$ cat config.mk
export PLATFORM = sky130hd
export DESIGN_NAME = ccc_clock_config
export DESIGN_NICKNAME = d
export VERILOG_FILES = /design/src/core/ccc_clock_config.v
export VERILOG_INCLUDE_DIRS = /design/src /design/src/core
export SDC_FILE = /design/constraint.sdc
export NUM_CORES = 1
export LEC_CHECK = 0
export BUFFER_PORTS_ARGS = -buffer_cell sky130_fd_sc_hd__buf_2
export CAP_MARGIN = 20
export CELL_PAD_IN_SITES_DETAIL_PLACEMENT = 1
export CELL_PAD_IN_SITES_GLOBAL_PLACEMENT = 1
export CORE_ASPECT_RATIO = 1.25
export CORE_MARGIN = 3
export CORE_UTILIZATION = 50
export DETAILED_ROUTE_END_ITERATION = 16
export PLACE_DENSITY = 0.79
export SETUP_SLACK_MARGIN = 0.5
export SLEW_MARGIN = 20
export SYNTH_ARGS = -nofsm -noshare
export SYNTH_HDL_FRONTEND = slang
export SYNTH_SLANG_ARGS = --single-unit
$ cat constraint.sdc
create_clock -name clk_sys -period 37.9 [get_ports clk_sys]
set_clock_uncertainty 0.2 [all_clocks]
set_input_delay 7.58 -clock clk_sys [delete_from_list [all_inputs] [get_ports clk_sys]]
set_output_delay 7.58 -clock clk_sys [all_outputs]
set_load 0.02 [all_outputs]
$ cat src/core/ccc_defines.vh
// Constants for the three-PLL clock configuration control block
`ifndef CCC_DEFINES_VH
`define CCC_DEFINES_VH

// ----------------------------------------------------------------
// Register byte addresses
// ----------------------------------------------------------------
`define CCC_ADDR_CTRL   8'h00
`define CCC_ADDR_PLL2   8'h04
`define CCC_ADDR_PLL3   8'h08
`define CCC_ADDR_DIVAB  8'h0c
`define CCC_ADDR_DIVCDE 8'h10
`define CCC_ADDR_SRC    8'h14
`define CCC_ADDR_CAP    8'h18
`define CCC_ADDR_SUSP   8'h1c
`define CCC_ADDR_STAT   8'h20
`define CCC_ADDR_TBL    8'h40
`define CCC_TBL_HI      3'h7

// ----------------------------------------------------------------
// Writable bit masks and reset values
// ----------------------------------------------------------------
`define CCC_MASK_CTRL   32'h0000_01ff
`define CCC_MASK_PLL    32'h0007_ffff
`define CCC_MASK_DIVAB  32'h7f7f_7f7f
`define CCC_MASK_DIVCDE 32'h0003_7f7f
`define CCC_MASK_SRC    32'h0000_7777
`define CCC_MASK_CAP    32'h0000_003f
`define CCC_MASK_SUSP   32'h0000_01ff
`define CCC_MASK_TBL    32'h0107_ffff
`define CCC_RST_CTRL    32'h0000_0001
`define CCC_RST_ZERO    32'h0000_0000

// ----------------------------------------------------------------
// Field positions
// ----------------------------------------------------------------
`define CCC_F_SHUTDOWN_FUNCTION_SELECT     0
`define CCC_F_PLLEN     3:1
`define CCC_F_OUTEN     8:4
`define CCC_F_Q         7:0
`define CCC_F_FB        18:8
`define CCC_F_DIVIDER_BANK_SELECT    24
`define CCC_F_DIVA0     6:0
`define CCC_F_DIVA1     14:8
`define CCC_F_DIVB0     22:16
`define CCC_F_DIVB1     30:24
`define CCC_F_DIVC      6:0
`define CCC_F_DIVD      14:8
`define CCC_F_DIVE      17:16
`define CCC_F_CAP       5:0
`define CCC_F_SUSPLL    2:0
`define CCC_F_SUSOUT    7:3
`define CCC_F_SUSEN     8

// ----------------------------------------------------------------
// Source select codes and fixed values
// ----------------------------------------------------------------
`define CCC_SRC_REF     3'h0
`define CCC_SRC_RSVD    3'h1
`define CCC_DIV_OFF     7'h00
`define CCC_DIVE_OFF    2'h0
`define CCC_DIVE_BY4    2'h1
`define CCC_STRB_ALL    4'hf

`endif

$ cat src/core/ccc_clock_config.v
// Configuration and control logic of a three-PLL clock generator
`timescale 1ns/1ps
`default_nettype none
`include "ccc_defines.vh"

module ccc_clock_config #(
    parameter [0:0] DIFF_VARIANT = 1'b0
) (
    input  wire        clk_sys,
    input  wire        arst_n,
    input  wire [7:0]  paddr,
    input  wire        psel,
    input  wire        penable,
    input  wire        pwrite,
    input  wire [31:0] pwdata,
    input  wire [3:0]  pstrb,
    output reg  [31:0] prdata,
    output reg         pready,
    output reg         pslverr,
    input  wire        serialDataPin,
    input  wire        serialClockPin,
    input  wire        selectOrSuspendInput,
    input  wire        shutdownOePin,
    output reg  [23:0] pllRefDiv,
    output reg  [32:0] pllFbDiv,
    output reg  [2:0]  pllRun,
    output reg         oscRun,
    output reg  [27:0] outDiv,
    output reg  [11:0] outputSourceSelect,
    output reg  [3:0]  outInvert,
    output reg  [1:0]  clockEDiv,
    output reg  [4:0]  outEnable,
    output reg  [5:0]  loadCapacitanceCode,
    output reg         dFromE
);

    // ------------------------------------------------------------
    // Reset and pin synchronisers
    // ------------------------------------------------------------
    reg        rstMeta_reg;
    reg        rstSync_reg;
    reg  [3:0] pinMeta_reg;
    reg  [3:0] pinSync_reg;
    wire       rst_n = rstSync_reg;

    always @(posedge clk_sys or negedge arst_n) begin
        if (!arst_n) begin
            rstMeta_reg <= 1'b0;
            rstSync_reg <= 1'b0;
        end else begin
            rstMeta_reg <= 1'b1;
            rstSync_reg <= rstMeta_reg;
        end
    end

    always @(posedge clk_sys or negedge rst_n) begin
        if (!rst_n) begin
            pinMeta_reg <= 4'h0;
            pinSync_reg <= 4'h0;
        end else begin
            pinMeta_reg <= {shutdownOePin, selectOrSuspendInput, serialClockPin, serialDataPin};
            pinSync_reg <= pinMeta_reg;
        end
    end

    wire dataSync  = pinSync_reg[0];
    wire clkSync   = pinSync_reg[1];
    wire selSync   = pinSync_reg[2];
    wire shutSync  = pinSync_reg[3];

    // ------------------------------------------------------------
    // Configuration registers
    // ------------------------------------------------------------
    reg  [31:0] ctrl_reg;
    reg  [31:0] pll2_reg;
    reg  [31:0] pll3_reg;
    reg  [31:0] divAb_reg;
    reg  [31:0] divCde_reg;
    reg  [31:0] src_reg;
    reg  [31:0] cap_reg;
    reg  [31:0] susp_reg;
    reg  [31:0] tbl_reg [0:7];

    // Byte-lane merge, each lane lands on its own write
    function [31:0] mergeBytes;
        input [31:0] oldVal;
        input [31:0] newVal;
        input [3:0]  strb;
        input [31:0] mask;
        integer      i;
        begin
            mergeBytes = oldVal;
            for (i = 0; i < 4; i = i + 1) begin
                if (strb[i]) begin
                    mergeBytes[i*8 +: 8] = newVal[i*8 +: 8];
                end
            end
            mergeBytes = mergeBytes & mask;
        end
    endfunction

    wire       setupPhase = psel & ~penable;
    wire       wrTake     = psel & penable & pready & pwrite;
    wire       tblHit     = (paddr[7:5] == `CCC_ADDR_TBL >> 5) && (paddr[1:0] == 2'b00);
    wire [2:0] tblIdx     = paddr[4:2];

    always @(posedge clk_sys or negedge rst_n) begin
        if (!rst_n) begin
            ctrl_reg   <= `CCC_RST_CTRL;
            pll2_reg   <= `CCC_RST_ZERO;
            pll3_reg   <= `CCC_RST_ZERO;
            divAb_reg  <= `CCC_RST_ZERO;
            divCde_reg <= `CCC_RST_ZERO;
            src_reg    <= `CCC_RST_ZERO;
            cap_reg    <= `CCC_RST_ZERO;
            susp_reg   <= `CCC_RST_ZERO;
        end else if (wrTake) begin
            case (paddr)
                `CCC_ADDR_CTRL:   ctrl_reg   <= mergeBytes(ctrl_reg, pwdata, pstrb, `CCC_MASK_CTRL);
                `CCC_ADDR_PLL2:   pll2_reg   <= mergeBytes(pll2_reg, pwdata, pstrb, `CCC_MASK_PLL);
                `CCC_ADDR_PLL3:   pll3_reg   <= mergeBytes(pll3_reg, pwdata, pstrb, `CCC_MASK_PLL);
                `CCC_ADDR_DIVAB:  divAb_reg  <= mergeBytes(divAb_reg, pwdata, pstrb, `CCC_MASK_DIVAB);
                `CCC_ADDR_DIVCDE: divCde_reg <= mergeBytes(divCde_reg, pwdata, pstrb, `CCC_MASK_DIVCDE);
                `CCC_ADDR_SRC:    src_reg    <= mergeBytes(src_reg, pwdata, pstrb, `CCC_MASK_SRC);
                `CCC_ADDR_CAP:    cap_reg    <= mergeBytes(cap_reg, pwdata, pstrb, `CCC_MASK_CAP);
                `CCC_ADDR_SUSP:   susp_reg   <= mergeBytes(susp_reg, pwdata, pstrb, `CCC_MASK_SUSP);
                default: begin
                end
            endcase
        end
    end

    // Eight-row setting table for PLL1 and the A/B bank select
    genvar row;
    generate
        for (row = 0; row < 8; row = row + 1) begin : gTbl
            always @(posedge clk_sys or negedge rst_n) begin
                if (!rst_n) begin
                    tbl_reg[row] <= `CCC_RST_ZERO;
                end else if (wrTake && tblHit && tblIdx == row) begin
                    tbl_reg[row] <= mergeBytes(tbl_reg[row], pwdata, pstrb, `CCC_MASK_TBL);
                end
            end
        end
    endgenerate

    // ------------------------------------------------------------
    // Straps, shutdown and suspend
    // ------------------------------------------------------------
    reg  [1:0] strap_reg;
    reg        strapDone_reg;
    reg        shutPrev_reg;
    reg  [2:0] rowSel_reg;
    reg  [1:0] pinFill_reg;

    wire shutdown_function_select      = ctrl_reg[`CCC_F_SHUTDOWN_FUNCTION_SELECT];
    wire pinLow     = ~shutSync;
    wire shutActive = shutdown_function_select & pinLow;
    wire susEn      = susp_reg[`CCC_F_SUSEN];
    wire susActive  = susEn & ~selSync;
    wire selBit     = susEn ? 1'b0 : selSync;
    // Strap capture window: first settled cycle or shutdown release
    wire strapWin   = pinFill_reg[1] & (~strapDone_reg | (shutPrev_reg & ~shutActive));

    always @(posedge clk_sys or negedge rst_n) begin
        if (!rst_n) begin
            strap_reg     <= 2'h0;
            strapDone_reg <= 1'b0;
            shutPrev_reg  <= 1'b0;
            rowSel_reg    <= 3'h0;
            pinFill_reg   <= 2'h0;
        end else begin
            // Straps wait until both synchroniser stages hold pin levels
            pinFill_reg  <= {pinFill_reg[0], 1'b1};
            shutPrev_reg <= shutActive;
            if (strapWin) begin
                strap_reg     <= {clkSync, dataSync};
                strapDone_reg <= 1'b1;
            end
            rowSel_reg <= {selBit, strap_reg};
        end
    end

    // ------------------------------------------------------------
    // Effective settings
    // ------------------------------------------------------------
    wire [31:0] rowWord = tbl_reg[rowSel_reg];
    wire        bankSel = rowWord[`CCC_F_DIVIDER_BANK_SELECT];
    wire [2:0]  pllEn   = ctrl_reg[`CCC_F_PLLEN];
    wire [4:0]  outEn   = ctrl_reg[`CCC_F_OUTEN];
    wire [2:0]  susPll  = susp_reg[`CCC_F_SUSPLL];
    wire [4:0]  susOut  = susp_reg[`CCC_F_SUSOUT];

    reg  [2:0]  pllRun_next;
    reg  [27:0] outDiv_next;
    reg  [1:0]  clockEDiv_next;

    always @* begin
        // PLL runs only when enabled, not suspended and not shut down
        pllRun_next = pllEn & ~({3{susActive}} & susPll) & {3{~shutActive}};
        // Whole word switches in one cycle from one registered row
        outDiv_next = { divCde_reg[`CCC_F_DIVD],
                        divCde_reg[`CCC_F_DIVC],
                        bankSel ? divAb_reg[`CCC_F_DIVB1] : divAb_reg[`CCC_F_DIVB0],
                        bankSel ? divAb_reg[`CCC_F_DIVA1] : divAb_reg[`CCC_F_DIVA0] };
        clockEDiv_next = DIFF_VARIANT ? `CCC_DIVE_BY4 : divCde_reg[`CCC_F_DIVE];
    end

    // ------------------------------------------------------------
    // Per-output source liveness and enable
    // ------------------------------------------------------------
    genvar ch;
    wire [3:0]  srcOk;
    wire [3:0]  divOn;
    wire [11:0] srcCode;
    wire [3:0]  srcPhase;
    generate
        for (ch = 0; ch < 4; ch = ch + 1) begin : gOut
            wire [2:0] code = src_reg[ch*4 +: 3];
            wire [1:0] pIdx = code[2:1];
            assign srcCode[ch*3 +: 3] = code;
            assign srcPhase[ch]       = code[0];
            // Reserved code counts as no source; dead PLL kills its outputs
            assign srcOk[ch] = (code == `CCC_SRC_REF) ? 1'b1 :
                               (code == `CCC_SRC_RSVD) ? 1'b0 :
                               pllRun_next[pIdx - 2'd1];
            assign divOn[ch] = (outDiv_next[ch*7 +: 7] != `CCC_DIV_OFF);
        end
    endgenerate

    wire       triAll  = pinLow;
    wire [4:0] susMask = {5{susActive}} & susOut;
    wire       eLive   = pllRun_next[0] & (clockEDiv_next != `CCC_DIVE_OFF);
    wire       dLive   = DIFF_VARIANT ? eLive : (srcOk[3] & divOn[3]);
    wire [4:0] liveAll = {eLive, dLive, srcOk[2:0] & divOn[2:0]};
    wire [4:0] oeNext  = liveAll & outEn & ~susMask & {5{~triAll}};

    // ------------------------------------------------------------
    // Output registers
    // ------------------------------------------------------------
    // All outputs straight from flip-flops
    always @(posedge clk_sys or negedge rst_n) begin
        if (!rst_n) begin
            pllRefDiv           <= 24'h000000;
            pllFbDiv            <= 33'h000000000;
            pllRun              <= 3'h0;
            oscRun              <= 1'b0;
            outDiv              <= 28'h0000000;
            outputSourceSelect  <= 12'h000;
            outInvert           <= 4'h0;
            clockEDiv           <= 2'h0;
            outEnable           <= 5'h00;
            loadCapacitanceCode <= 6'h00;
            dFromE              <= 1'b0;
        end else begin
            pllRefDiv <= { pll3_reg[`CCC_F_Q], pll2_reg[`CCC_F_Q], rowWord[`CCC_F_Q] };
            pllFbDiv  <= { pll3_reg[`CCC_F_FB], pll2_reg[`CCC_F_FB], rowWord[`CCC_F_FB] };
            pllRun    <= pllRun_next;
            oscRun    <= ~shutActive;
            outDiv    <= outDiv_next;
            outputSourceSelect <= srcCode;
            outInvert <= srcPhase;
            clockEDiv <= clockEDiv_next;
            outEnable <= oeNext;
            loadCapacitanceCode <= cap_reg[`CCC_F_CAP];
            dFromE    <= DIFF_VARIANT;
        end
    end

    // ------------------------------------------------------------
    // APB slave answer
    // ------------------------------------------------------------
    reg  [31:0] rdMux;
    reg         addrOk;

    always @* begin
        addrOk = 1'b1;
        rdMux  = `CCC_RST_ZERO;
        case (paddr)
            `CCC_ADDR_CTRL:   rdMux = ctrl_reg;
            `CCC_ADDR_PLL2:   rdMux = pll2_reg;
            `CCC_ADDR_PLL3:   rdMux = pll3_reg;
            `CCC_ADDR_DIVAB:  rdMux = divAb_reg;
            `CCC_ADDR_DIVCDE: rdMux = divCde_reg;
            `CCC_ADDR_SRC:    rdMux = src_reg;
            `CCC_ADDR_CAP:    rdMux = cap_reg;
            `CCC_ADDR_SUSP:   rdMux = susp_reg;
            `CCC_ADDR_STAT:   rdMux = { 17'h00000, outEnable, pllRun, susActive,
                                        shutActive, rowSel_reg, strap_reg };
            default: begin
                if (tblHit) begin
                    rdMux = tbl_reg[tblIdx];
                end else begin
                    addrOk = 1'b0;
                end
            end
        endcase
    end

    // Answer one cycle after setup, no wait states
    always @(posedge clk_sys or negedge rst_n) begin
        if (!rst_n) begin
            pready  <= 1'b0;
            pslverr <= 1'b0;
            prdata  <= `CCC_RST_ZERO;
        end else begin
            pready  <= setupPhase;
            pslverr <= setupPhase & ~addrOk;
            if (setupPhase && !pwrite) begin
                prdata <= rdMux;
            end
        end
    end

endmodule // ccc_clock_config

`default_nettype wire

# Word level (Yosys, flattened, before mapping)
# Cells that the tools add are included.
# totals
regBits	449
in_bits	53
out_inout_bits	153
word_cells	240
# op_classes
add_sub_neg	4
order_cmp	6
eq_ne	20
n_mux	29
n_bitwise	30
reduce_logical	77
# op_table
operator	count
case mux 32 bit (9 select lines)	1
binary-select mux 32 bit (select 3 bit)	2
two-way mux 32 bit	3
AND reduction 2 bit	32
AND reduction 3 bit	20
two-way mux 25 bit	2
== test 8 x 5 -> 1 bit, second input constant	4
nonzero test 7 bit	4
AND 5 bit	4
== test 8 x 4 -> 1 bit, second input constant	2
== test 3 x 1 -> 1 bit, second input constant	5
logical NOT 3 bit	5
two-way mux 1 bit	15
two-way mux 7 bit	2
AND 3 bit	4
== test 3 bit, second input constant	4
less-than comparator 2 x 3 -> 1 bit, second input constant	4
AND 1 bit	11
logical AND 1 bit	11
== test 3 x 2 -> 1 bit, second input constant	3
OR reduction 9 bit	1
binary-select mux 1 bit (select 2 bit)	4
== test 8 x 3 -> 1 bit, second input constant	1
== test 8 x 6 -> 1 bit, second input constant	1
other kinds (11)	21

# Longest topological paths before layout
# depth
depth_word	14
ltp_mapped	8
ltp_nobuf	6

# Worst setup path after synthesis
# Ideal clock, no wire load.
# synth_path
kind	input-to-reg
startpoint	input paddr[6]
endpoint	register divAb_reg[24]
setup_time_ns	0.125
t_arrival_ns	9.302
required_time_ns	37.575
slack_ns	28.273
cell_stages	8
n_path_buf	3
path_cell_list	or4_1 > buf_2 > or2_1 > buf_6 > nor2_4 > and3_1 > buf_6 > mux2_2
# synth_via
elab_chain_cells	2
# synth_rtl
item	line	rtl
start, declared	ccc_clock_config.v:11	input wire [7:0] paddr,
== test 8 x 4 -> 1 bit	ccc_clock_config.v:118	case (paddr)
AND reduction 3 bit (no source line)	n/a	
end signal, assigned	ccc_clock_config.v:112	divAb_reg <= `CCC_RST_ZERO;
end signal, assigned	ccc_clock_config.v:122	`CCC_ADDR_DIVAB: divAb_reg <= mergeBytes(divAb_reg, pwdata, pstrb, `CCC_MASK_DIVAB);
end, declared	ccc_clock_config.v:77	reg [31:0] divAb_reg;
# No other way between the ends.
# A chain may end at the register's enable or synchronous reset.

# Worst setup path in the final report
# layout_path
startpoint	input paddr[2]
endpoint	register pll3_reg[7]
# layout_via
elab_chain_cells	2
# layout_rtl
item	line	rtl
== test 8 x 4 -> 1 bit	ccc_clock_config.v:118	
AND reduction 3 bit (no source line)	n/a	
end signal, assigned	ccc_clock_config.v:111	pll3_reg <= `CCC_RST_ZERO;
end signal, assigned	ccc_clock_config.v:121	`CCC_ADDR_PLL3: pll3_reg <= mergeBytes(pll3_reg, pwdata, pstrb, `CCC_MASK_PLL);
end, declared	ccc_clock_config.v:76	reg [31:0] pll3_reg;
# No other way between the ends.

==> flow_summary.yaml <==
detailed_routing:
  vias: 12700
  route.detailed.drc: 0
  post_drt_wl_per_cell_um: 29.0
  vias_per_cell: 6.34
  dr.pass1.iters: 5
  drtIter0Drc: 1127
  ant_nets: 0
  wl_um: 57800
layout:
  syn_to_final_growth_pct: 14.3
  drive_above_1_share_pct: 48.8
  fin_nets: 1533
  antennaDiodeCount: 0
  largest_register_ffs: 160
timing:
  finalHoldViolations: 0
  setup_viol: 0
  tightestPinTransition_ns: 1.05
  min_period_ns: 10.42
  rsz0062_at_grt: "false"
  max_freq_mhz: 95.9
  finalWorstSetupSlack_ns: 27.48
  fin_setup_tns_ns: 0
  period_share_pct: 27.5
  timing.slew.headroom_pct: 30.3
  slew_viol_final: 0
clock_tree:
  cts_root_buf: "clkbuf_16"
  clock-sinks: 443
  numCtsBuffers: 43
  htree_levels: 2
  clock_latency_ns: 0.55
  cts_tree: "yes"
  ctsHoldBuffers: 0
  clk_pin_slew_ns: 0.06
  cts_buffer_depth: 3
  cts_resized: 0
  cts_setup_buffers: 0
floorplan:
  core_area_mm2: 0.0378
  row_count: 79
  die_area_mm2: 0.0411
  ioPinCount: 206
  chipHeight_um: 226
  start_util_pct: 51.3
  die_w_um: 182
global_route:
  gr-usage-met2_pct: 47.8
  grt_max_degree: 170
  grt_pass1_vias: 14000
  gr-total-overflow: 0
  antenna_found_initial: 3
  grt_pass1_wl_um: 87900
  top_usage_layer: "met2"
  met3_usage_pct: 5.49
  grt_util_met1_pct: 36.0
  grt_usage_pct: 28.2
logic_synthesis:
  synth_edf_count: 0
  avgSynthCellArea_um2: 14.9
  seq_area_frac_synth_pct: 57.2
  synth.ff_latch_count: 443
  synth_top_area_share_pct: 57.1
  yosys_warnings: 0
  async_reset_ff_share_pct: 100
  yosys.area.top_type: "dfrtp_1"
  yosysMostFrequentCell: "dfrtp_1"
  synth_area_mm2: 0.0194
  synth_cell_types: 54
  syn_inst: 1298
  synth.area.top_cells: "dfrtp_1 57%, mux2_2 19%, mux4_2 8.8%, mux2i_1 1.7%, a22oi_1 1.2%"
  synthFlopType: "dfrtp_1"
  ys_top_cells_by_count: "442 x dfrtp_1, 333 x mux2_2, 76 x mux4_2, 57 x nor2_1, 45 x clkbuf_1"
place:
  pre_cts_ws_ns: 26.95
  hpwl_um: 38800
  globalplace.congestion: 0.921
  port_buffers: 200
critical_path:
  worst_r2r_startpoint: "rstSync_reg"
  worstSetupEndpoint: "pll3_reg[7]"
  required_ns: 38.13
  ff2ff_path_depth: 3
  arrival_ns: 10.65
  r2r_end: "pinMeta_reg[1]"
  critPathMaxFanout: 41
  rrSetupSlack_ns: 34.12
  critPathLaunch: "paddr[2]"
  cp-end-kind: "flop"
  path_class: "in2reg"
  crit_path_start_kind: "primary input"
power:
  p_per_area_mw_per_mm2: 43.7
  ir_worst_vdd_mv: 0.0296
  leakagePower_nw: 11.0
min_path:
  hold_class: "reg2reg"
flow_run:
  drv_cap: 0
status:
  outcome: "finished clean"
==> cells in the final DEF (no fill, tap or decap), types with 9 or more instances in the layout <==
master	synthesis	routed
buf_4	7	19
nor2_1	57	56
buf_2	23	198
mux2i_1	32	32
a21oi_1	19	19
a22o_1	19	19
mux4_2	76	76
a22oi_1	31	31
clkbuf_16	0	43
nand3_1	17	17
mux2_2	333	333
nand2_1	31	31
dfrtp_1	442	440
nor2_2	17	18
o21ai_0	12	12
clkbuf_1	45	9
clkbuf_8	0	14
nor3_1	14	13
==> critical path, cell delays in order <==
cell and delay [ns]:
buf_4 0.29, buf_4 0.41, nor2b_1 0.84, nand2_1 0.40
nor2_2 0.70, mux2_2 0.41
==> layer usage <==
metal	wire [um]	up-vias
li1	-	5196
met1	22500	6782
met2	29100	522
met3	3790	151
met4	2390	6
met5	39	-
==> cells by family after synthesis <==
logic type / count (synthesis) / share of synthesized area (%)
multiplexers: 442 / 29.9
AO/OA/AOI/OAI: 125 / 4.67
AND/OR/NAND/NOR: 197 / 5.93
buffers and inverters: 89 / 2.18
flip-flops: 443 / 57.2
other: 2 / 0.0388
==> final cells by class <==
cell class / instances / area (um^2)
Clock inverter: 9 / 73.8
Multi-Input combinational cell: 769 / 7880
Tap cell: 486 / 608
Timing Repair Buffer: 218 / 1150
Clock buffer: 66 / 1300
Inverter: 5 / 18.8
Fill cell: 3619 / 15600
Sequential cell: 443 / 11100
==> power breakdown <==
| group | switching [W] | internal, W |
|---|---|---|
| clock | 0.000181 | 0.000243 |
| combinational | 0.0000408 | 0.0000167 |
| sequential | 0.00000647 | 0.000478 |
| total | 0.000228 | 0.000738 |
==> metrics by stage <==
| stage | utilization, % | power (W) | hold WS [ns] | cells | instance area [um^2] |
|---|---|---|---|---|---|
| finish | 58.6 | 0.000966 | 0.144 | 1996 | 22100 |
| global route | 58.6 | 0.000998 | 0.155 | 1996 | 22100 |
| CTS | 58.6 | 0.000973 | 0.147 | 1996 | 22100 |
| detailed placement | 54.9 | 0.000551 | 0.136 | 1921 | 20700 |
| global placement | 54.9 | 0.000549 | 0.132 | 1921 | 20700 |
| floorplan | - | 0.000527 | 0.131 | 1301 | 19400 |
==> worst min-delay path by stage <==
stage                        start              to  slack (ns)  cells after the start
finish              pinMeta_reg[3]  pinSync_reg[3]        0.14                      0
global route        pinFill_reg[0]  pinFill_reg[1]        0.15                      0
CTS                 pinFill_reg[0]  pinFill_reg[1]        0.15                      0
detailed placement  pinFill_reg[0]  pinFill_reg[1]        0.14                      0
global placement    pinMeta_reg[2]  pinSync_reg[2]        0.13                      0
floorplan           pinFill_reg[0]  pinFill_reg[1]        0.13                      0
No activity file was read; power rests on OpenSTA's default activity.
